===== src/design/dcc_defines.svh =====
// register offsets, field positions, reset values and timing counts
// assumes inclusion by the dma channel control top module
`ifndef DCC_DEFINES_SVH
`define DCC_DEFINES_SVH

// register byte addresses on the control bus
`define DCC_CTRL_OFS 8'h00
`define DCC_STAT_OFS 8'h04
`define DCC_CTRL_RST 32'h0000_0000

// control register fields
`define DCC_ABORT_BIT 27
`define DCC_PAUSE_BIT 26
`define DCC_GO_BIT 25
`define DCC_MODE_BIT 23
`define DCC_VFLUSH_BIT 17
`define DCC_PFLUSH_BIT 16
`define DCC_VME_BLOCK_SIZE_LSB 12
`define DCC_VME_BACKOFF_TIMER_LSB 8
`define DCC_PCIX_BLOCK_SIZE_LSB 4
`define DCC_PCIX_BACKOFF_TIMER_LSB 0

// status register fields
`define DCC_ST_ERR_BIT 28
`define DCC_ST_ABORT_BIT 27
`define DCC_ST_PAUSE_BIT 26
`define DCC_ST_DONE_BIT 25
`define DCC_ST_BUSY_BIT 24
`define DCC_ST_ESRC_BIT 20

// bus answers
`define DCC_RESP_OKAY 2'h0
`define DCC_RESP_SLVERR 2'h2

// block size of code zero, in bytes
`define DCC_BLK_MIN_BYTES 13'h0020

// back-off unit is one microsecond at a 10 ns clock
`define DCC_CLK_PERIOD_NS 10
`define DCC_BOFF_UNIT_NS 1000
`define DCC_BOFF_UNIT_CYC ((`DCC_BOFF_UNIT_NS + `DCC_CLK_PERIOD_NS - 1) / `DCC_CLK_PERIOD_NS)

`endif


===== src/design/dcc_pkg.sv =====
// types shared by the dma channel control block
// needs no defines header; its numbers are written in place
package dcc_pkg;

  // channel sequencer states
  typedef enum logic [1:0] {
    DCC_ST_IDLE = 2'b00,
    DCC_ST_RUN = 2'b01,
    DCC_ST_PAUSED = 2'b10
  } dcc_state_e;

  // stored writable control fields
  typedef struct packed {
    logic mode_direct;
    logic vme_flush_on_aborted_read;
    logic pcix_flush_on_aborted_read;
    logic [2:0] vme_block_size;
    logic [2:0] vme_backoff_timer;
    logic [2:0] pcix_block_size;
    logic [2:0] pcix_backoff_timer;
  } dcc_ctrl_s;

  // one-cycle commands to the bus masters, descriptor fetcher and fifo
  typedef struct packed {
    logic start;
    logic direct;
    logic fetch_desc;
    logic stop_masters;
    logic fifo_invalidate;
    logic fifo_forward;
  } dcc_eng_cmd_s;

  // events reported back by the datapath
  typedef struct packed {
    logic xfer_done;
    logic list_last;
    logic vme_exc;
    logic pcix_exc;
    logic blk_done;
    logic blk_src_vme;
  } dcc_eng_sts_s;

endpackage


===== src/design/dcc_top.sv =====
// dma channel control: axi4-lite control/status registers and channel sequencer
// assumes one clock, synchronous reset, datapath events synchronous to ref_clk
//
// What this block does
// - writing abort ends the running transaction
// - aborted transactions return to idle and can never be resumed
// - abort stops both bus masters and invalidates the fifo
// - abort clears busy and sets done and error
// - abort, pause and go act on a one and read back zero
// - pause only in linked-list mode, taking effect after current transfer
// - pause flag set when the channel actually reaches paused
// - go while paused resumes linked-list processing
// - abort wins over a pending or simultaneous pause
// - writing go starts a transaction
// - mode bit set means direct, cleared means linked-list
// - direct mode performs exactly one transfer
// - linked-list mode fetches descriptors, first from next-link address
// - vme exception forwards fifo data if vme flush set, else discards
// - pci/x exception forwards fifo data if pci/x flush set, else discards
// - vme source uses vme block size, 32 to 4096 bytes doubling
// - pci/x source uses pci/x block size, 32 to 4096 bytes doubling
// - vme back-off: zero, then one microsecond doubling to 64
// - no next vme block request until vme back-off expires
// - no next pci/x block request until pci/x back-off expires
// - go sets busy and clears completion flags; one flag on finish, done and error on abort
// - functional interrupt pulse on every busy falling edge
`include "dcc_defines.svh"
`timescale 1ns/1ps
`default_nettype none

module dcc_top #(
  parameter int ADDR_W = 8,
  parameter int US_CYCLES = `DCC_BOFF_UNIT_CYC
) (
  input wire logic ref_clk,
  input wire logic sys_rst,
  input wire logic [ADDR_W-1:0] s_axi_awaddr,
  input wire logic s_axi_awvalid,
  output logic s_axi_awready,
  input wire logic [31:0] s_axi_wdata,
  input wire logic [3:0] s_axi_wstrb,
  input wire logic s_axi_wvalid,
  output logic s_axi_wready,
  output logic [1:0] s_axi_bresp,
  output logic s_axi_bvalid,
  input wire logic s_axi_bready,
  input wire logic [ADDR_W-1:0] s_axi_araddr,
  input wire logic s_axi_arvalid,
  output logic s_axi_arready,
  output logic [31:0] s_axi_rdata,
  output logic [1:0] s_axi_rresp,
  output logic s_axi_rvalid,
  input wire logic s_axi_rready,
  input wire dcc_pkg::dcc_eng_sts_s eng_sts,
  output dcc_pkg::dcc_eng_cmd_s eng_cmd,
  output logic blk_req,
  output logic [12:0] blk_bytes,
  output logic func_irq
);
  import dcc_pkg::*;

  // word indexes of the two registers, as wide as the address above the byte bits
  localparam logic [ADDR_W-3:0] CTRL_IDX = (ADDR_W-2)'(`DCC_CTRL_OFS >> 2);
  localparam logic [ADDR_W-3:0] STAT_IDX = (ADDR_W-2)'(`DCC_STAT_OFS >> 2);

  logic aw_have_r, aw_have_nxt, w_have_r, w_have_nxt;
  logic [ADDR_W-1:0] awaddr_r;
  logic [31:0] wdata_r;
  logic [3:0] wstrb_r;
  logic awready_r, wready_r, bvalid_r, arready_r, rvalid_r;
  logic [1:0] bresp_r, rresp_r;
  logic [31:0] rdata_r, rd_word;
  logic do_write, wr_ctrl, cmd_go, cmd_pause, cmd_abort;
  dcc_ctrl_s ctrl_r;
  dcc_state_e st_r;
  logic busy_flag_r, done_flag_r, pause_flag_r, abort_flag_r, err_flag_r, err_src_r;
  logic direct_r, pause_pend_r, busy_d_r;
  logic err_now, abort_now, flush_sel, pause_now, list_end, next_desc, mode_now;
  dcc_eng_cmd_s eng_cmd_r;
  logic [2:0] boff_code;
  logic [6:0] boff_us_r;
  logic [15:0] tick_r;
  logic boff_wait_r, blk_req_r;
  logic [12:0] blk_bytes_r;
  logic func_irq_r;

  // wait in microseconds for a back-off code: zero, then 1 doubling to 64
  function automatic logic [6:0] boff_us(input logic [2:0] code);
    logic [6:0] v;
    v = 7'h00;
    if (code != 3'h0)
    begin
      v = 7'h01 << (code - 3'h1);
    end
    return v;
  endfunction

  // write channel holding flags, released once the response is taken
  assign aw_have_nxt = (aw_have_r | (s_axi_awvalid & awready_r)) & ~(bvalid_r & s_axi_bready);
  assign w_have_nxt = (w_have_r | (s_axi_wvalid & wready_r)) & ~(bvalid_r & s_axi_bready);
  assign do_write = aw_have_r & w_have_r & ~bvalid_r;
  assign wr_ctrl = do_write & (awaddr_r[ADDR_W-1:2] == CTRL_IDX);

  // commands act only on a written one in the top byte lane
  assign cmd_go = wr_ctrl & wstrb_r[3] & wdata_r[`DCC_GO_BIT];
  assign cmd_pause = wr_ctrl & wstrb_r[3] & wdata_r[`DCC_PAUSE_BIT];
  assign cmd_abort = wr_ctrl & wstrb_r[3] & wdata_r[`DCC_ABORT_BIT];

  // address and data capture, in either order
  always_ff @(posedge ref_clk)
  begin
    if (sys_rst)
    begin
      aw_have_r <= 1'b0;
      w_have_r <= 1'b0;
      awready_r <= 1'b0;
      wready_r <= 1'b0;
      awaddr_r <= '0;
      wdata_r <= 32'h0000_0000;
      wstrb_r <= 4'h0;
    end
    else
    begin
      aw_have_r <= aw_have_nxt;
      w_have_r <= w_have_nxt;
      awready_r <= ~aw_have_nxt;
      wready_r <= ~w_have_nxt;
      if (s_axi_awvalid && awready_r)
      begin
        awaddr_r <= s_axi_awaddr;
      end
      if (s_axi_wvalid && wready_r)
      begin
        wdata_r <= s_axi_wdata;
        wstrb_r <= s_axi_wstrb;
      end
    end
  end

  // write response; status is read-only, unmapped addresses get slverr
  always_ff @(posedge ref_clk)
  begin
    if (sys_rst)
    begin
      bvalid_r <= 1'b0;
      bresp_r <= `DCC_RESP_OKAY;
    end
    else if (do_write)
    begin
      bvalid_r <= 1'b1;
      if (awaddr_r[ADDR_W-1:2] == CTRL_IDX ||
          awaddr_r[ADDR_W-1:2] == STAT_IDX)
      begin
        bresp_r <= `DCC_RESP_OKAY;
      end
      else
      begin
        bresp_r <= `DCC_RESP_SLVERR;
      end
    end
    else if (bvalid_r && s_axi_bready)
    begin
      bvalid_r <= 1'b0;
    end
  end

  // writable fields, byte-lane gated, zero after reset
  always_ff @(posedge ref_clk)
  begin
    if (sys_rst)
    begin
      ctrl_r <= dcc_ctrl_s'(`DCC_CTRL_RST);
    end
    else if (wr_ctrl)
    begin
      if (wstrb_r[0])
      begin
        ctrl_r.pcix_block_size <= wdata_r[`DCC_PCIX_BLOCK_SIZE_LSB +: 3];
        ctrl_r.pcix_backoff_timer <= wdata_r[`DCC_PCIX_BACKOFF_TIMER_LSB +: 3];
      end
      if (wstrb_r[1])
      begin
        ctrl_r.vme_block_size <= wdata_r[`DCC_VME_BLOCK_SIZE_LSB +: 3];
        ctrl_r.vme_backoff_timer <= wdata_r[`DCC_VME_BACKOFF_TIMER_LSB +: 3];
      end
      if (wstrb_r[2])
      begin
        ctrl_r.mode_direct <= wdata_r[`DCC_MODE_BIT];
        ctrl_r.vme_flush_on_aborted_read <= wdata_r[`DCC_VFLUSH_BIT];
        ctrl_r.pcix_flush_on_aborted_read <= wdata_r[`DCC_PFLUSH_BIT];
      end
    end
  end

  // read word assembly; command bits and reserved bits read zero
  always_comb
  begin
    rd_word = 32'h0000_0000;
    if (s_axi_araddr[ADDR_W-1:2] == CTRL_IDX)
    begin
      rd_word[`DCC_MODE_BIT] = ctrl_r.mode_direct;
      rd_word[`DCC_VFLUSH_BIT] = ctrl_r.vme_flush_on_aborted_read;
      rd_word[`DCC_PFLUSH_BIT] = ctrl_r.pcix_flush_on_aborted_read;
      rd_word[`DCC_VME_BLOCK_SIZE_LSB +: 3] = ctrl_r.vme_block_size;
      rd_word[`DCC_VME_BACKOFF_TIMER_LSB +: 3] = ctrl_r.vme_backoff_timer;
      rd_word[`DCC_PCIX_BLOCK_SIZE_LSB +: 3] = ctrl_r.pcix_block_size;
      rd_word[`DCC_PCIX_BACKOFF_TIMER_LSB +: 3] = ctrl_r.pcix_backoff_timer;
    end
    else if (s_axi_araddr[ADDR_W-1:2] == STAT_IDX)
    begin
      rd_word[`DCC_ST_ERR_BIT] = err_flag_r;
      rd_word[`DCC_ST_ABORT_BIT] = abort_flag_r;
      rd_word[`DCC_ST_PAUSE_BIT] = pause_flag_r;
      rd_word[`DCC_ST_DONE_BIT] = done_flag_r;
      rd_word[`DCC_ST_BUSY_BIT] = busy_flag_r;
      rd_word[`DCC_ST_ESRC_BIT] = err_src_r;
    end
  end

  // read channel: one read at a time, answer one cycle after address
  always_ff @(posedge ref_clk)
  begin
    if (sys_rst)
    begin
      arready_r <= 1'b0;
      rvalid_r <= 1'b0;
      rdata_r <= 32'h0000_0000;
      rresp_r <= `DCC_RESP_OKAY;
    end
    else if (s_axi_arvalid && arready_r)
    begin
      arready_r <= 1'b0;
      rvalid_r <= 1'b1;
      rdata_r <= rd_word;
      if (s_axi_araddr[ADDR_W-1:2] == CTRL_IDX ||
          s_axi_araddr[ADDR_W-1:2] == STAT_IDX)
      begin
        rresp_r <= `DCC_RESP_OKAY;
      end
      else
      begin
        rresp_r <= `DCC_RESP_SLVERR;
      end
    end
    else if (!rvalid_r || s_axi_rready)
    begin
      rvalid_r <= 1'b0;
      arready_r <= 1'b1;
    end
  end

  // a mode bit written in the same word as go governs that go
  assign mode_now = (wr_ctrl & wstrb_r[2]) ? wdata_r[`DCC_MODE_BIT] : ctrl_r.mode_direct;

  // event decode; an exception outranks an abort seen in the same cycle
  assign err_now = (st_r == DCC_ST_RUN) & (eng_sts.vme_exc | eng_sts.pcix_exc);
  // abort taken ahead of any pause
  assign abort_now = cmd_abort & (st_r != DCC_ST_IDLE) & ~err_now;
  assign flush_sel = eng_sts.vme_exc ? ctrl_r.vme_flush_on_aborted_read : ctrl_r.pcix_flush_on_aborted_read;
  assign list_end = eng_sts.xfer_done & (direct_r | eng_sts.list_last);
  // pause lands only at a linked-list transfer boundary
  assign pause_now = eng_sts.xfer_done & ~list_end & (pause_pend_r | (cmd_pause & ~direct_r));
  assign next_desc = (st_r == DCC_ST_RUN) & ~err_now & ~abort_now & eng_sts.xfer_done & ~list_end & ~pause_now;

  // channel sequencer and completion flags
  always_ff @(posedge ref_clk)
  begin
    if (sys_rst)
    begin
      st_r <= DCC_ST_IDLE;
      busy_flag_r <= 1'b0;
      done_flag_r <= 1'b0;
      pause_flag_r <= 1'b0;
      abort_flag_r <= 1'b0;
      err_flag_r <= 1'b0;
      err_src_r <= 1'b0;
      direct_r <= 1'b0;
      pause_pend_r <= 1'b0;
    end
    else if (err_now)
    begin
      st_r <= DCC_ST_IDLE;
      busy_flag_r <= 1'b0;
      err_flag_r <= 1'b1;
      err_src_r <= ~eng_sts.vme_exc;
      pause_pend_r <= 1'b0;
    end
    else if (abort_now)
    begin
      // transaction dropped for good, done and error raised
      st_r <= DCC_ST_IDLE;
      busy_flag_r <= 1'b0;
      done_flag_r <= 1'b1;
      err_flag_r <= 1'b1;
      pause_flag_r <= 1'b0;
      pause_pend_r <= 1'b0;
    end
    else
    begin
      case (st_r)
        DCC_ST_IDLE:
        begin
          // start, latch mode, clear completion flags
          if (cmd_go)
          begin
            st_r <= DCC_ST_RUN;
            busy_flag_r <= 1'b1;
            done_flag_r <= 1'b0;
            pause_flag_r <= 1'b0;
            abort_flag_r <= 1'b0;
            err_flag_r <= 1'b0;
            err_src_r <= 1'b0;
            direct_r <= mode_now;
            pause_pend_r <= 1'b0;
          end
        end
        DCC_ST_RUN:
        begin
          // go ignored here; pause held until boundary
          if (list_end)
          begin
            st_r <= DCC_ST_IDLE;
            busy_flag_r <= 1'b0;
            done_flag_r <= 1'b1;
            pause_pend_r <= 1'b0;
          end
          else if (pause_now)
          begin
            st_r <= DCC_ST_PAUSED;
            busy_flag_r <= 1'b0;
            pause_flag_r <= 1'b1;
            pause_pend_r <= 1'b0;
          end
          else if (cmd_pause && !direct_r)
          begin
            pause_pend_r <= 1'b1;
          end
        end
        DCC_ST_PAUSED:
        begin
          if (cmd_go)
          begin
            st_r <= DCC_ST_RUN;
            busy_flag_r <= 1'b1;
            pause_flag_r <= 1'b0;
          end
        end
        default:
        begin
          st_r <= DCC_ST_IDLE;
        end
      endcase
    end
  end

  // one-cycle commands to the datapath
  always_ff @(posedge ref_clk)
  begin
    if (sys_rst)
    begin
      eng_cmd_r <= '0;
    end
    else
    begin
      eng_cmd_r.start <= (st_r == DCC_ST_IDLE) & cmd_go;
      eng_cmd_r.direct <= (st_r == DCC_ST_IDLE) ? mode_now : direct_r;
      // first fetch from next-link address, then one per finished non-final transfer, at once or on resume
      eng_cmd_r.fetch_desc <= ((st_r == DCC_ST_IDLE) & cmd_go & ~mode_now) |
                              ((st_r == DCC_ST_PAUSED) & cmd_go & ~cmd_abort) | next_desc;
      eng_cmd_r.stop_masters <= abort_now;
      // fifo discarded on abort, or on exception without flush
      eng_cmd_r.fifo_invalidate <= abort_now | (err_now & ~flush_sel);
      eng_cmd_r.fifo_forward <= err_now & flush_sel;
    end
  end

  // back-off code and block size of the current source
  assign boff_code = eng_sts.blk_src_vme ? ctrl_r.vme_backoff_timer : ctrl_r.pcix_backoff_timer;
  always_ff @(posedge ref_clk)
  begin
    if (sys_rst)
    begin
      blk_bytes_r <= `DCC_BLK_MIN_BYTES;
    end
    else if (eng_sts.blk_src_vme)
    begin
      blk_bytes_r <= `DCC_BLK_MIN_BYTES << ctrl_r.vme_block_size;
    end
    else
    begin
      blk_bytes_r <= `DCC_BLK_MIN_BYTES << ctrl_r.pcix_block_size;
    end
  end

  // back-off wait between a finished block and the next request
  always_ff @(posedge ref_clk)
  begin
    if (sys_rst || st_r != DCC_ST_RUN || err_now || abort_now)
    begin
      boff_wait_r <= 1'b0;
      boff_us_r <= 7'h00;
      tick_r <= 16'h0000;
      blk_req_r <= 1'b0;
    end
    else if (eng_sts.blk_done)
    begin
      boff_wait_r <= 1'b1;
      boff_us_r <= boff_us(boff_code);
      tick_r <= 16'h0000;
      blk_req_r <= 1'b0;
    end
    else if (boff_wait_r && boff_us_r == 7'h00)
    begin
      boff_wait_r <= 1'b0;
      blk_req_r <= 1'b1;
    end
    else
    begin
      blk_req_r <= 1'b0;
      if (boff_wait_r)
      begin
        if (tick_r == 16'(US_CYCLES - 1))
        begin
          tick_r <= 16'h0000;
          boff_us_r <= boff_us_r - 7'h01;
        end
        else
        begin
          tick_r <= tick_r + 16'h0001;
        end
      end
    end
  end

  always_ff @(posedge ref_clk)
  begin
    if (sys_rst)
    begin
      busy_d_r <= 1'b0;
      func_irq_r <= 1'b0;
    end
    else
    begin
      busy_d_r <= busy_flag_r;
      func_irq_r <= busy_d_r & ~busy_flag_r;
    end
  end

  // output ports, all from flip-flops
  assign s_axi_awready = awready_r;
  assign s_axi_wready = wready_r;
  assign s_axi_bvalid = bvalid_r;
  assign s_axi_bresp = bresp_r;
  assign s_axi_arready = arready_r;
  assign s_axi_rvalid = rvalid_r;
  assign s_axi_rdata = rdata_r;
  assign s_axi_rresp = rresp_r;
  assign eng_cmd = eng_cmd_r;
  assign blk_req = blk_req_r;
  assign blk_bytes = blk_bytes_r;
  assign func_irq = func_irq_r;
endmodule

`default_nettype wire


===== config.mk =====
export PLATFORM = sky130hd
export DESIGN_NAME = dcc_top
export DESIGN_NICKNAME = d
export VERILOG_FILES = /design/src/design/dcc_pkg.sv /design/src/design/dcc_top.sv
export VERILOG_INCLUDE_DIRS = /design/src /design/src/design
export SDC_FILE = /design/constraint.sdc
export NUM_CORES = 1
export LEC_CHECK = 0
export ABC_AREA = 0
export BUFFER_PORTS_ARGS = -buffer_cell sky130_fd_sc_hd__buf_2
export CAP_MARGIN = 20
export CELL_PAD_IN_SITES_DETAIL_PLACEMENT = 0
export CELL_PAD_IN_SITES_GLOBAL_PLACEMENT = 1
export CORE_MARGIN = 5
export CORE_UTILIZATION = 39
export CTS_CLUSTER_DIAMETER = 50
export DETAILED_ROUTE_END_ITERATION = 16
export GPL_TIMING_DRIVEN = 0
export PLACE_DENSITY = 0.84
export REMOVE_ABC_BUFFERS = 1
export SLEW_MARGIN = 20
export SYNTH_ARGS = -nofsm -noshare
export SYNTH_HDL_FRONTEND = slang
export SYNTH_SLANG_ARGS = --single-unit

===== constraint.sdc =====
create_clock -name ref_clk -period 2.9 [get_ports ref_clk]
set_input_delay 0.29 -clock ref_clk [delete_from_list [all_inputs] [get_ports ref_clk]]
set_output_delay 0.29 -clock ref_clk [all_outputs]
set_load 0.02 [all_outputs]

==> results of run 1 <==
## sequential cells by signal, summed over array words and instances (netlist names), 2 cells and up
register	cells
st_r	2
blk_bytes	8
tick_r	16
boff_us_r	7
s_axi_rdata	20
awaddr_r	6
wstrb_r	4
wdata_r	18
eng_cmd	6
ctrl_r	15
## power breakdown
group          internal (mW)  switching (mW)
logic                 0.0601           0.123
registers               1.71          0.0223
clock network           1.18           0.664
total                   2.95           0.809
## final cells by class
class,count,area (um2),area share [%]
sequential,122,2442,40.49
multi-input combinational,416,2332,38.66
clock buffer,25,505.5,8.380
timing repair buffer,92,469.2,7.778
tap,172,215.2,3.568
inverter,14,52.55,0.8712
clock inverter,3,15.01,0.2489
## placed cells by master (no fill, tap or decap), drive strengths merged, types with 3 or more instances in the layout
master / synthesis / final
a31oi: 7 / 7
o31ai: 4 / 4
inv: 14 / 14
nand2b: 10 / 10
a22o: 20 / 20
clkinv: 0 / 3
nor3: 17 / 17
buf: 24 / 92
a21oi: 65 / 65
ha: 4 / 4
conb: 1 / 19
nor3b: 6 / 6
dfxtp: 122 / 122
xor2: 6 / 6
a211oi: 7 / 7
nand2: 90 / 90
nor4: 8 / 8
nand3: 27 / 27
mux2i: 4 / 4
nor2: 47 / 47
nor4b: 3 / 3
nand4: 7 / 7
and3: 3 / 3
o21ai: 14 / 14
clkbuf: 25 / 25
xnor2: 11 / 11
and4: 3 / 3
## logic make-up (layout without fill, tap and decap cells)
family	count (synthesis)	after routing	synth area share, %
AOI/OAI and AO/OA	134	134	16.73
DFF	122	122	48.75
muxes	4	4	0.7992
adders and majority gates	4	4	0.9990
other	1	19	0.07485
buffers and inverters	63	134	6.493
xor gates and xnor gates	17	17	2.972
and+or+nand+nor	238	238	23.18
## synth_stat cells (all sizes together) (2+ instances only)
cell type,n
and2,2
and4,3
xor2,6
a21o,2
nor2,47
xnor2,11
buf,24
nand4,7
a21oi,65
a211oi,7
nor3b,6
o211ai,2
a22o,20
inv,14
or2,2
nand2,90
clkbuf,25
nand3b,2
o21ai,14
dfxtp,122
nand3,27
nand2b,10
o21a,2
o31ai,4
mux2i,4
nor3,17
and3,3
a31oi,7
nand4b,2
or3,2
ha,4
nor4,8
nor4b,3
## metal layers
metal | up-vias | track usage (%) | share of wire [%]
met1 | 1983 | 20.31 | 47
met2 | 99 | 23.85 | 46
met3 | 8 | 6.084 | 6.3
li1 | 2169 | - | -
met5 | - | 0 | 0
met4 | 0 | 5.675 | 0.95
## worst paths after layout
kind / to / slack [ns] / startpoint
max reg2reg: tick_r[6] / 0.13 / boff_us_r[0]
min reg2reg: awaddr_r[2] / 0.45 / awaddr_r[2]
max: tick_r[6] / 0.13 / boff_us_r[0]
min: wdata_r[2] / 0.12 / s_axi_wdata[2]
## worst max-delay path: cells and delay by family (launching register included)
kind	cells	cell delay [ns]
and+or+nand+nor	4	1.51
DFF	1	0.35
AOI/OAI and AO/OA	1	0.53
adders and majority gates	1	0.23
buffers and inverters	1	0.07
## through the flow
stage	instances	power, mW	setup TNS [ns]
2_1_floorplan	552	1.857	0
3_3_place_gp	813	1.937	-6.643
3_5_place_dp	816	1.945	0
4_1_cts	844	3.797	0
5_1_grt	844	3.914	0
6_report	844	3.755	0
## repair_timing
item | in CTS | in global routing
setup endpoints to repair | 0 | 2
endpoints found under the hold margin | 0 | 0
resized for setup | 0 | 1
==> results, run 1 <==
- The flow ran to the end, and the final reports show no timing, DRC or antenna violations.
- The horizontal extent of the die is 123.3 um.
- Power spread over the standard cell area amounts to 622.4 mW/mm2.
- Cells with a size suffix above 1 make up 19.05% of the layout.
- Sequential elements use 48.75% of the synthesized area.
- The data required time at the worst endpoint is 3.23 ns.
- At the pin with the least slew margin, the transition time is 0.8141 ns.
- The clock tree from TritonCTS is done.
- The mapped netlist covers 0.005010 mm2.
- For this run, the slowest stage of the critical path takes 0.59 ns.
- The class of the tightest hold or removal check is in2reg.
- The quantity of hold-fixing buffers added after cts is 0.
- Among all stages on the critical path, the largest delay is contributed by sky130_fd_sc_hd__or3_1.
- The number of enable flip-flop cells after synthesis is 0.
- 0 antenna diodes ended up in the layout.
- In this run the worst path has a maximum fanout of 14.
- The die covers 0.01521 mm2.
- Hold timing on the final database bottoms out at a slack of 0.1212 ns.
- The Yosys step of the flow raised 0 warnings.
- Counting the fill cells in the layout gives 1274.
- The DRC violation total after the first TritonRoute iteration is 176.
- For this run, the detailed router's first-pass iteration total came to 4.
- The number of clock buffers inserted by TritonCTS is 17.
- The later pin in the worst-skew pair is clocked with a latency of 0.41 ns.
- The sum of routed wire length over all layers is 11.64 mm.
- The leading area contributor after synthesis is sky130_fd_sc_hd__dfxtp_1.
- The floorplan has 41 rows.
- In this run the vertical extent of the chip is 123.3 um.
- Summing all placed instances gives a cell area of 0.005499 mm2.
- The number of unique standard cell types used by synthesis is 59.
- The area overhead of the layout relative to synthesis is 20.40%.
- The H-tree depth reported by CTS is 4.
- The initial core utilization is 39.70%.
- Routability-driven placement finished with a final weighted congestion of 0.8330.
- Entering global routing, the biggest net connects 72 pins.
- Cells fill 47.80% of the core in the end.
- In the post-synthesis netlist, the biggest area contributors are sky130_fd_sc_hd__dfxtp_1, sky130_fd_sc_hd__nand2_1, sky130_fd_sc_hd__a21oi_1, sky130_fd_sc_hd__nor2_1, sky130_fd_sc_hd__a22o_1.
- Dividing the detail-routed wire length by the instance count gives 13.79 um.
- The worst slack at placement is 0.1745 ns.
- The number of antenna violations at the first check in global routing is 0.
- The flip-flop cell with the highest count after synthesis is sky130_fd_sc_hd__dfxtp_1.
- The post-layout instance area is 0.006032 mm2.
- The number of instances in the synthesized netlist is 583.
- The worst ir drop on vdd is 0.2862 mV.
- The endpoint class of the critical path is a flop.
- The final worst setup slack is 0.1337 ns.
- The category of the critical setup timing path is reg2reg.
- The number of slew-limit violations in the final report is 0.
- Across the run, the number of max-cap violations was 0.
- The routed via count is 4259.
- After clock tree synthesis, the clock-pin slew on the worst setup and hold paths is 0.05 ns.
- In this run the mean area of a mapped cell was 8.593 um2.
- The global-route wire length before repair is 18.85 mm.
- The startpoint kind of the worst setup timing path is a flop.
- The number of cells on the worst hold path is 3.
- The area of the placeable core is 0.01262 mm2.
- The library cell appearing most often on the critical path is sky130_fd_sc_hd__nor2_1.
- The total grt overflow is 0.
- The clock period minus final worst setup slack is 2.766 ns.
- During placement, the flow inserted port buffers numbering 89.
- Global routing used 15.71% of the available tracks.
- The endpoint arrival time on the critical path is 3.10 ns.
- The area share of the largest cell type after synthesis is 48.75%.
- CTS saw 122 sinks.
- The remaining number of nets flagged by the antenna check after routing is 0.
- The register bit total from synthesis is 122.
- Of the available clock period, the critical path in the final layout requires 95.39%.
- The number of hold-slack violations in the final timing report came to 0.
- The detailed-placement wirelength estimate is 8.531 mm.
- No sink is reached through more buffers than the 2 on the longest clock path.
- Headroom to the max-slew limit came out at 45.73%.
- The number of DRC violations after detailed routing is 0.
- The number of global-route vias before repair came to 4060.
- The leakage power summed over all cells is 2.345 nW.
- The detail-routed via count per cell is 5.046.
- Pin placement for this block handled 127 I/O pins.
- Derived from the worst setup path, the maximum achievable clock frequency is 361.5 MHz.
- The setup violation total in the final timing report is 0.
- The clock tree skew after final layout is 0.01152 ns.
- The cell at the root of the clock tree is sky130_fd_sc_hd__clkbuf_16.
- Once the clock tree was built, the setup fixing pass inserted 0 buffers.
- The proportion of register bits with asynchronous set or reset after synthesis is 0%.
- The critical path goes through inv_1, ha_1, or3b_2, o21ai_0, nor2_1, or3_1, nor2_1.
- The layout net count is 732.
- Setup repair after global routing left no endpoint under its margin.
- The number of cells on the worst reg-to-reg path is 7.
Power figures use the tool's default switching activity.
==> run 2, diff against run 1 <==
==> constraint.sdc (replaced) <==
create_clock -name ref_clk -period 2.7 [get_ports ref_clk]
set_input_delay 0.27 -clock ref_clk [delete_from_list [all_inputs] [get_ports ref_clk]]
set_output_delay 0.27 -clock ref_clk [all_outputs]
set_load 0.02 [all_outputs]
==> results, run 2 (synthesis results as in run 1) <==
- The maximum fanout count along the critical path is 14 (unchanged).
- The endpoint class of the critical path is a flop.
- The global router's overall resource usage is 15.71% (unchanged).
- The internal power contribution came to 3.164 mW (+7.4%).
- The number of instances in the placed design is 816 (unchanged).
- The net switching share of the total power is 21.54% (-0.024 points).
- The number of iterations in the first detailed-routing pass is 4 (unchanged).
- The worst hold path belongs to the class in2reg.
- The area of the placeable core is 0.01262 mm2 (unchanged).
- The routed via count is 4275 (+0.38%).
- The post-route fraction of the period consumed by the critical path is 93.91% (-1.5 points).
- The maximum single-stage delay on the critical path is 0.57 ns (-0.02 ns).
- The number of flip-flops under the largest register name is 20 (unchanged).
- The initial core utilization is 39.70% (unchanged).
- The worst setup path is of the reg2reg kind.
- The number of port buffers was 89 (unchanged).
- The cell family contributing the most delay on the critical path is simple AND/OR/NAND/NOR gates.
- TritonCTS built the clock tree.
- The non-filler instance count after layout came to 844 (unchanged).
- The relative contribution of the clock network to total power came to 49.0% (about the same).
- The clock period minus final worst setup slack is 2.535 ns (-0.2309 ns).
- The post-layout instance area is 0.006032 mm2 (unchanged).
- The leakage power summed over all cells is 2.345 nW (about the same).
- The remaining number of nets flagged by the antenna check after routing is 0 (unchanged).
- The run finished with clean final reports.
- The CTS sink count is 122 (unchanged).
- The worst ir drop on vdd is 0.3057 mV (+6.8%).
- The overall die area is 0.01521 mm2 (unchanged).
- The number of diodes added for antenna fixing is 0 (unchanged).
- The I/O pin count is 127 (unchanged).
- The count of buffers added by post-CTS timing repair for setup came to 0 (unchanged).
- The switching power of the nets is 868.3 uW (+7.3%).
- The global-route wire length before repair is 18.85 mm (unchanged).
- The timing-limited maximum frequency was 394.4 MHz (+9.1%).
- The number of hold-slack violations in the final timing report is 0 (unchanged).
- The number of slew-limit violations in the final report is 0 (unchanged).
- The placer's final routability congestion estimate is 0.8330 (unchanged).
- The leading cell type in the layout, fill and taps excluded is sky130_fd_sc_hd__dfxtp_1.
- The clock tree skew after final layout was 0.01007 ns (-0.001450 ns).
- The final core area utilization came to 47.80% (unchanged).
- The DRC violation total after the first TritonRoute iteration is 178 (+1.1%).
- The wire length per cell came to 13.76 um (-0.26%).
- Leaving out fill and tap cells, the most frequent cells in the layout are sky130_fd_sc_hd__dfxtp_1, sky130_fd_sc_hd__nand2_1, sky130_fd_sc_hd__buf_2, sky130_fd_sc_hd__a21oi_1, sky130_fd_sc_hd__nor2_1.
- The startpoint kind of the worst setup timing path is a flop.
- The area overhead of the layout relative to synthesis is 20.40% (unchanged).
- The number of antenna violations at the first check in global routing is 0 (unchanged).
- The buffer and inverter count on the worst path is 1 (unchanged).
- The sum of routed wire length over all layers was 11.61 mm (-0.26%).
- The count of max-cap constraint violations came to 0 (unchanged).
- The worst slack at placement came to -0.02550 ns (-0.2000 ns).
- The H-tree depth reported by CTS is 4 (unchanged).
- Setup repair after global routing left no endpoint under its margin.
- The site row count is 41 (unchanged).
- The horizontal extent of the die was 123.3 um (unchanged).
- The total grt overflow is 0 (unchanged).
- The detail-routed via count per cell is 5.065 (+0.38%).
- The number of DRC violations after detailed routing is 0 (unchanged).
- The deepest clock path buffer count is 2 (unchanged).
- The setup violation total in the final timing report came to 0 (unchanged).
- The worst relative slew slack came to 46.33% (+0.61 points).
- The layout net count is 732 (unchanged).
- The number of clock buffers inserted by TritonCTS is 17 (unchanged).
- The data required time at the worst endpoint is 3.03 ns (-0.20 ns).
- The clock latency on the worst-skew pair came to 0.41 ns (about the same).
- The sequential share of power is 46.1% (about the same).
- The number of global-route vias before repair was 4063 (+0.074%).
- The measured slew at the worst slew-check pin is 0.8050 ns (-0.009086 ns).
- The area after detailed placement is 0.005499 mm2 (unchanged).
- The CTS clock-pin slew for the worst setup and hold paths came to 0.05 ns (about the same).
- The cell with the largest stage delay on the worst path is sky130_fd_sc_hd__or3_1.
- The pin count of the biggest net entering global routing is 72 (unchanged).
- The endpoint arrival time on the critical path is 2.87 ns (-0.23 ns).
- The detailed-placement wirelength estimate is 8.531 mm (unchanged).
- The logic gate share of total power is 4.9% (about the same).
- Walking the worst path, the cells encountered are inv_1, ha_1, or3b_2, o21ai_1, nor2_1, or3_1, nor2_1.
- The final worst setup slack is 0.1646 ns (+0.03090 ns).
- The cell at the root of the clock tree is sky130_fd_sc_hd__clkbuf_16.
- The floorplan die height is 123.3 um (unchanged).
- By instance count, the cell type seen most on the critical path is sky130_fd_sc_hd__nor2_1.
- The share of cells above drive strength 1 was 19.05% (unchanged).
- The power per unit of standard cell area is 668.4 mW/mm2 (+7.4%).
## run 2: final timing paths
path / start / endpoint / slack, ns / cells past startpoint
setup / recovery: boff_us_r[0] / tick_r[0] / 0.16 / 7
hold / removal: s_axi_wdata[0] / wdata_r[0] / 0.1 / 3
setup reg to reg: boff_us_r[0] / tick_r[0] / 0.16 / 7
hold reg to reg: awaddr_r[2] / awaddr_r[2] / 0.45 / 2
## run 2: worst reg2reg max path: stages (launching register included)
cell,delay [ns]
sky130_fd_sc_hd__dfxtp_1,0.35
sky130_fd_sc_hd__inv_1,0.07
sky130_fd_sc_hd__ha_1,0.23
sky130_fd_sc_hd__or3b_2,0.51
sky130_fd_sc_hd__o21ai_1,0.36
sky130_fd_sc_hd__nor2_1,0.19
sky130_fd_sc_hd__or3_1,0.57
sky130_fd_sc_hd__nor2_1,0.19
## run 2: cell type report
class	count	area [um2]
Clock buffer	25	505.5
Clock inverter	3	15.01
Fill cell	1274	6588
Inverter	14	52.55
Multi-Input combinational cell	416	2332
Sequential cell	122	2442
Tap cell	172	215.2
Timing Repair Buffer	92	469.2
## run 2: power by group through the flow
stage | sequential, mW | combinational, mW | clock, mW
floorplan | 1.90 | 0.0977 | 0
global placement | 1.89 | 0.189 | 0
detailed placement | 1.89 | 0.196 | 0
CTS | 1.86 | 0.198 | 2.03
global route | 1.86 | 0.220 | 2.12
finish | 1.86 | 0.197 | 1.98
## run 2: stage by stage
stage / hold slack [ns] / power (mW) / setup TNS, ns
5_1_grt: 0.09146 / 4.204 / 0
3_5_place_dp: 0.4452 / 2.089 / -0.08336
4_1_cts: 0.08352 / 4.080 / 0
2_1_floorplan: 0.3367 / 1.994 / 0
3_3_place_gp: 0.4402 / 2.081 / -9.646
6_report: 0.09951 / 4.032 / 0
## run 2: metal layers
| layer | vias to the layer above | global-route usage (%) | wire, um |
|---|---|---|---|
| met5 | - | 0 | 0 |
| met4 | 0 | 5.675 | 174 |
| met3 | 12 | 6.084 | 610 |
| met2 | 95 | 23.85 | 5310 |
| met1 | 2002 | 20.31 | 5515 |
| li1 | 2166 | - | - |
## run 2: repair_timing
item / in CTS / in global routing
setup endpoints to repair: 16 / 0
hold buffers: 0 / 0
resized for setup: 2 / 0
==> run 3, diff against run 2 <==
--- a/config.mk
+++ b/config.mk
@@ -16,7 +16,7 @@
 export CTS_CLUSTER_DIAMETER = 50
 export DETAILED_ROUTE_END_ITERATION = 16
 export GPL_TIMING_DRIVEN = 0
-export PLACE_DENSITY = 0.84
+export PLACE_DENSITY_LB_ADDON = 0.15
 export REMOVE_ABC_BUFFERS = 1
 export SLEW_MARGIN = 20
 export SYNTH_ARGS = -nofsm -noshare
==> results, run 3 (synthesis results as in run 1) <==
- The run finished with clean final reports.
- The pin count of the biggest net entering global routing is 72 (unchanged).
- The clock latency on the worst-skew pair was 0.41 ns (about the same).
- The maximum fanout count along the critical path is 14 (unchanged).
- TritonCTS built the clock tree.
- The H-tree depth reported by CTS is 4 (unchanged).
- The number of instances in the placed design is 816 (unchanged).
- The worst ir drop on vdd was 0.4465 mV (+46%).
- The number of diodes added for antenna fixing was 0 (unchanged).
- The detailed-placement wirelength estimate is 8.464 mm (-0.79%).
- The setup violation total in the final timing report is 0 (unchanged).
- The deepest clock path buffer count is 2 (unchanged).
- The horizontal extent of the die is 123.3 um (unchanged).
- The global router's overall resource usage came to 16.16% (+0.45 points).
- The global-route met2 utilization is 25.38% (+1.5 points).
- The met3 track utilization from global routing is 5.352% (-0.73 points).
- The number of DRC violations after detailed routing is 0 (unchanged).
- The routed via count is 4272 (-0.070%).
- The number of clock buffers inserted by TritonCTS is 17 (unchanged).
- The worst-case hold slack was 0.08854 ns (-0.01097 ns).
- The layout net count is 732 (unchanged).
- The DRC violation total after the first TritonRoute iteration came to 246 (+38%).
- The sum of routed wire length over all layers is 11.72 mm (+0.95%).
- The worst relative slew slack is 50.02% (+3.7 points).
- The number of hold-slack violations in the final timing report is 0 (unchanged).
- The leakage power summed over all cells is 2.373 nW (+1.2%).
- The site row count is 41 (unchanged).
- The floorplan die height is 123.3 um (unchanged).
- The post-layout instance area was 0.006136 mm2 (+1.7%).
- The number of flip-flops under the largest register name is 20 (unchanged).
- The worst slack at placement is -0.06105 ns (-0.03555 ns).
- The startpoint kind of the worst setup timing path is a flop.
- The remaining number of nets flagged by the antenna check after routing is 0 (unchanged).
- The CTS sink count was 122 (unchanged).
- The class of the tightest hold or removal check is in2reg.
- The clock tree skew after final layout is 0.01403 ns (+0.003959 ns).
- The total grt overflow is 0 (unchanged).
- The endpoint arrival time on the critical path came to 2.80 ns (-0.07 ns).
- The number of antenna violations at the first check in global routing came to 0 (unchanged).
- The leading cell type in the layout, fill and taps excluded is sky130_fd_sc_hd__dfxtp_1.
- The number of iterations in the first detailed-routing pass is 4 (unchanged).
- The placer's final routability congestion estimate is 0.8019 (-3.7%).
- The I/O pin count is 127 (unchanged).
- The final worst setup slack is 0.1807 ns (+0.01613 ns).
- The detail-routed via count per cell is 5.038 (-0.54%).
- The number of inserted filler cells in the final layout came to 1252 (-1.7%).
- The most crowded layer after global routing is met2.
- The power per unit of standard cell area is 715.1 mW/mm2 (+7.0%).
- The number of slew-limit violations in the final report came to 0 (unchanged).
- The number of port buffers was 89 (unchanged).
- The global-route wire length before repair is 19.42 mm (+3.0%).
- The final core area utilization came to 48.62% (+0.82 points).
- In the layout the commonest cells are sky130_fd_sc_hd__dfxtp_1, sky130_fd_sc_hd__nand2_1, sky130_fd_sc_hd__buf_2, sky130_fd_sc_hd__a21oi_1, sky130_fd_sc_hd__nor2_1.
- The data required time at the worst endpoint was 2.98 ns (-0.05 ns).
- The post-route fraction of the period consumed by the critical path is 93.31% (-0.60 points).
- Setup repair after global routing left no endpoint under its margin.
- Compared with the post-synthesis result, the final layout area differs by 22.48%.
- The measured slew at the worst slew-check pin is 0.7497 ns (-0.05524 ns).
- The wire length per cell is 13.82 um (+0.47%).
- The overall die area is 0.01521 mm2 (unchanged).
- The met1 track demand over resource is 21.06% (+0.75 points).
- The category of the critical setup timing path is reg2reg.
- The initial core utilization was 39.70% (unchanged).
- The CTS clock-pin slew for the worst setup and hold paths is 0.06 ns (about the same).
- The timing-limited maximum frequency came to 396.9 MHz (+0.64%).
- The number of global-route vias before repair is 4061 (-0.049%).
- The area after detailed placement was 0.005509 mm2 (+0.18%).
- The clock period minus final worst setup slack is 2.519 ns (-0.01613 ns).
- The tree is rooted in a sky130_fd_sc_hd__clkbuf_16.
- The area of the placeable core is 0.01262 mm2 (unchanged).
- The non-filler instance count after layout is 848 (+0.47%).
- The share of cells above drive strength 1 is 19.97% (+0.92 points).
- The endpoint class of the critical path is a flop.
- The count of buffers added by post-CTS timing repair for setup is 0 (unchanged).
- The count of max-cap constraint violations is 0 (unchanged).
==> run 3: where the power goes <==
group | leakage (nW) | total [mW] | switching, mW | internal, mW
Combinational | 1.10 | 0.197 | 0.132 | 0.0653
Clock | 0.288 | 2.34 | 0.833 | 1.50
Sequential | 0.987 | 1.86 | 0.0244 | 1.83
Total | 2.37 | 4.39 | 0.989 | 3.40
==> run 3: area by class of cell <==
type | count | area (um2) | share of cell area [%]
Clock buffer | 19 | 452.9 | 7.382
Clock inverter | 13 | 167.7 | 2.732
Inverter | 14 | 52.55 | 0.8564
Multi-Input combinational cell | 416 | 2332 | 38.01
Sequential cell | 122 | 2442 | 39.80
Tap cell | 172 | 215.2 | 3.507
Timing Repair Buffer | 92 | 473.0 | 7.708
==> run 3: worst paths after layout <==
kind | startpoint | end | slack, ns | cells after the start
hold reg to reg | awaddr_r[3] | awaddr_r[3] | 0.45 | 2
setup reg to reg | awaddr_r[5] | tick_r[0] | 0.18 | 5
hold / removal | s_axi_wdata[6] | wdata_r[6] | 0.09 | 3
setup / recovery | awaddr_r[5] | tick_r[0] | 0.18 | 5
==> run 3: through the flow <==
| step | setup TNS [ns] | power (mW) |
|---|---|---|
| after floorplan | 0 | 1.994 |
| after global placement | -9.543 | 2.082 |
| after detailed placement | -0.1332 | 2.091 |
| after CTS | 0 | 4.443 |
| after global routing | 0 | 4.546 |
| final | 0 | 4.388 |
==> run 3: per-layer routing <==
metal / share of wire [%] / up-vias
met5: 0 / -
met4: 0.99 / 0
met3: 5.6 / 12
met2: 46 / 103
met1: 48 / 1977
li1: - / 2180
==> run 3: what timing repair did <==
action	in CTS	in global routing
hold endpoints to repair	0	0
setup endpoints to repair	4	0
resized for setup	2	0
hold buffers	0	0
==> run 3: critical path, stage by stage, from the launching register on <==
cell and delay, ns:
sky130_fd_sc_hd__dfxtp_1 0.31, sky130_fd_sc_hd__or4_1 0.66, sky130_fd_sc_hd__nor4_2 0.50, sky130_fd_sc_hd__or2_1 0.34
sky130_fd_sc_hd__or3_1 0.46, sky130_fd_sc_hd__nor2_1 0.11
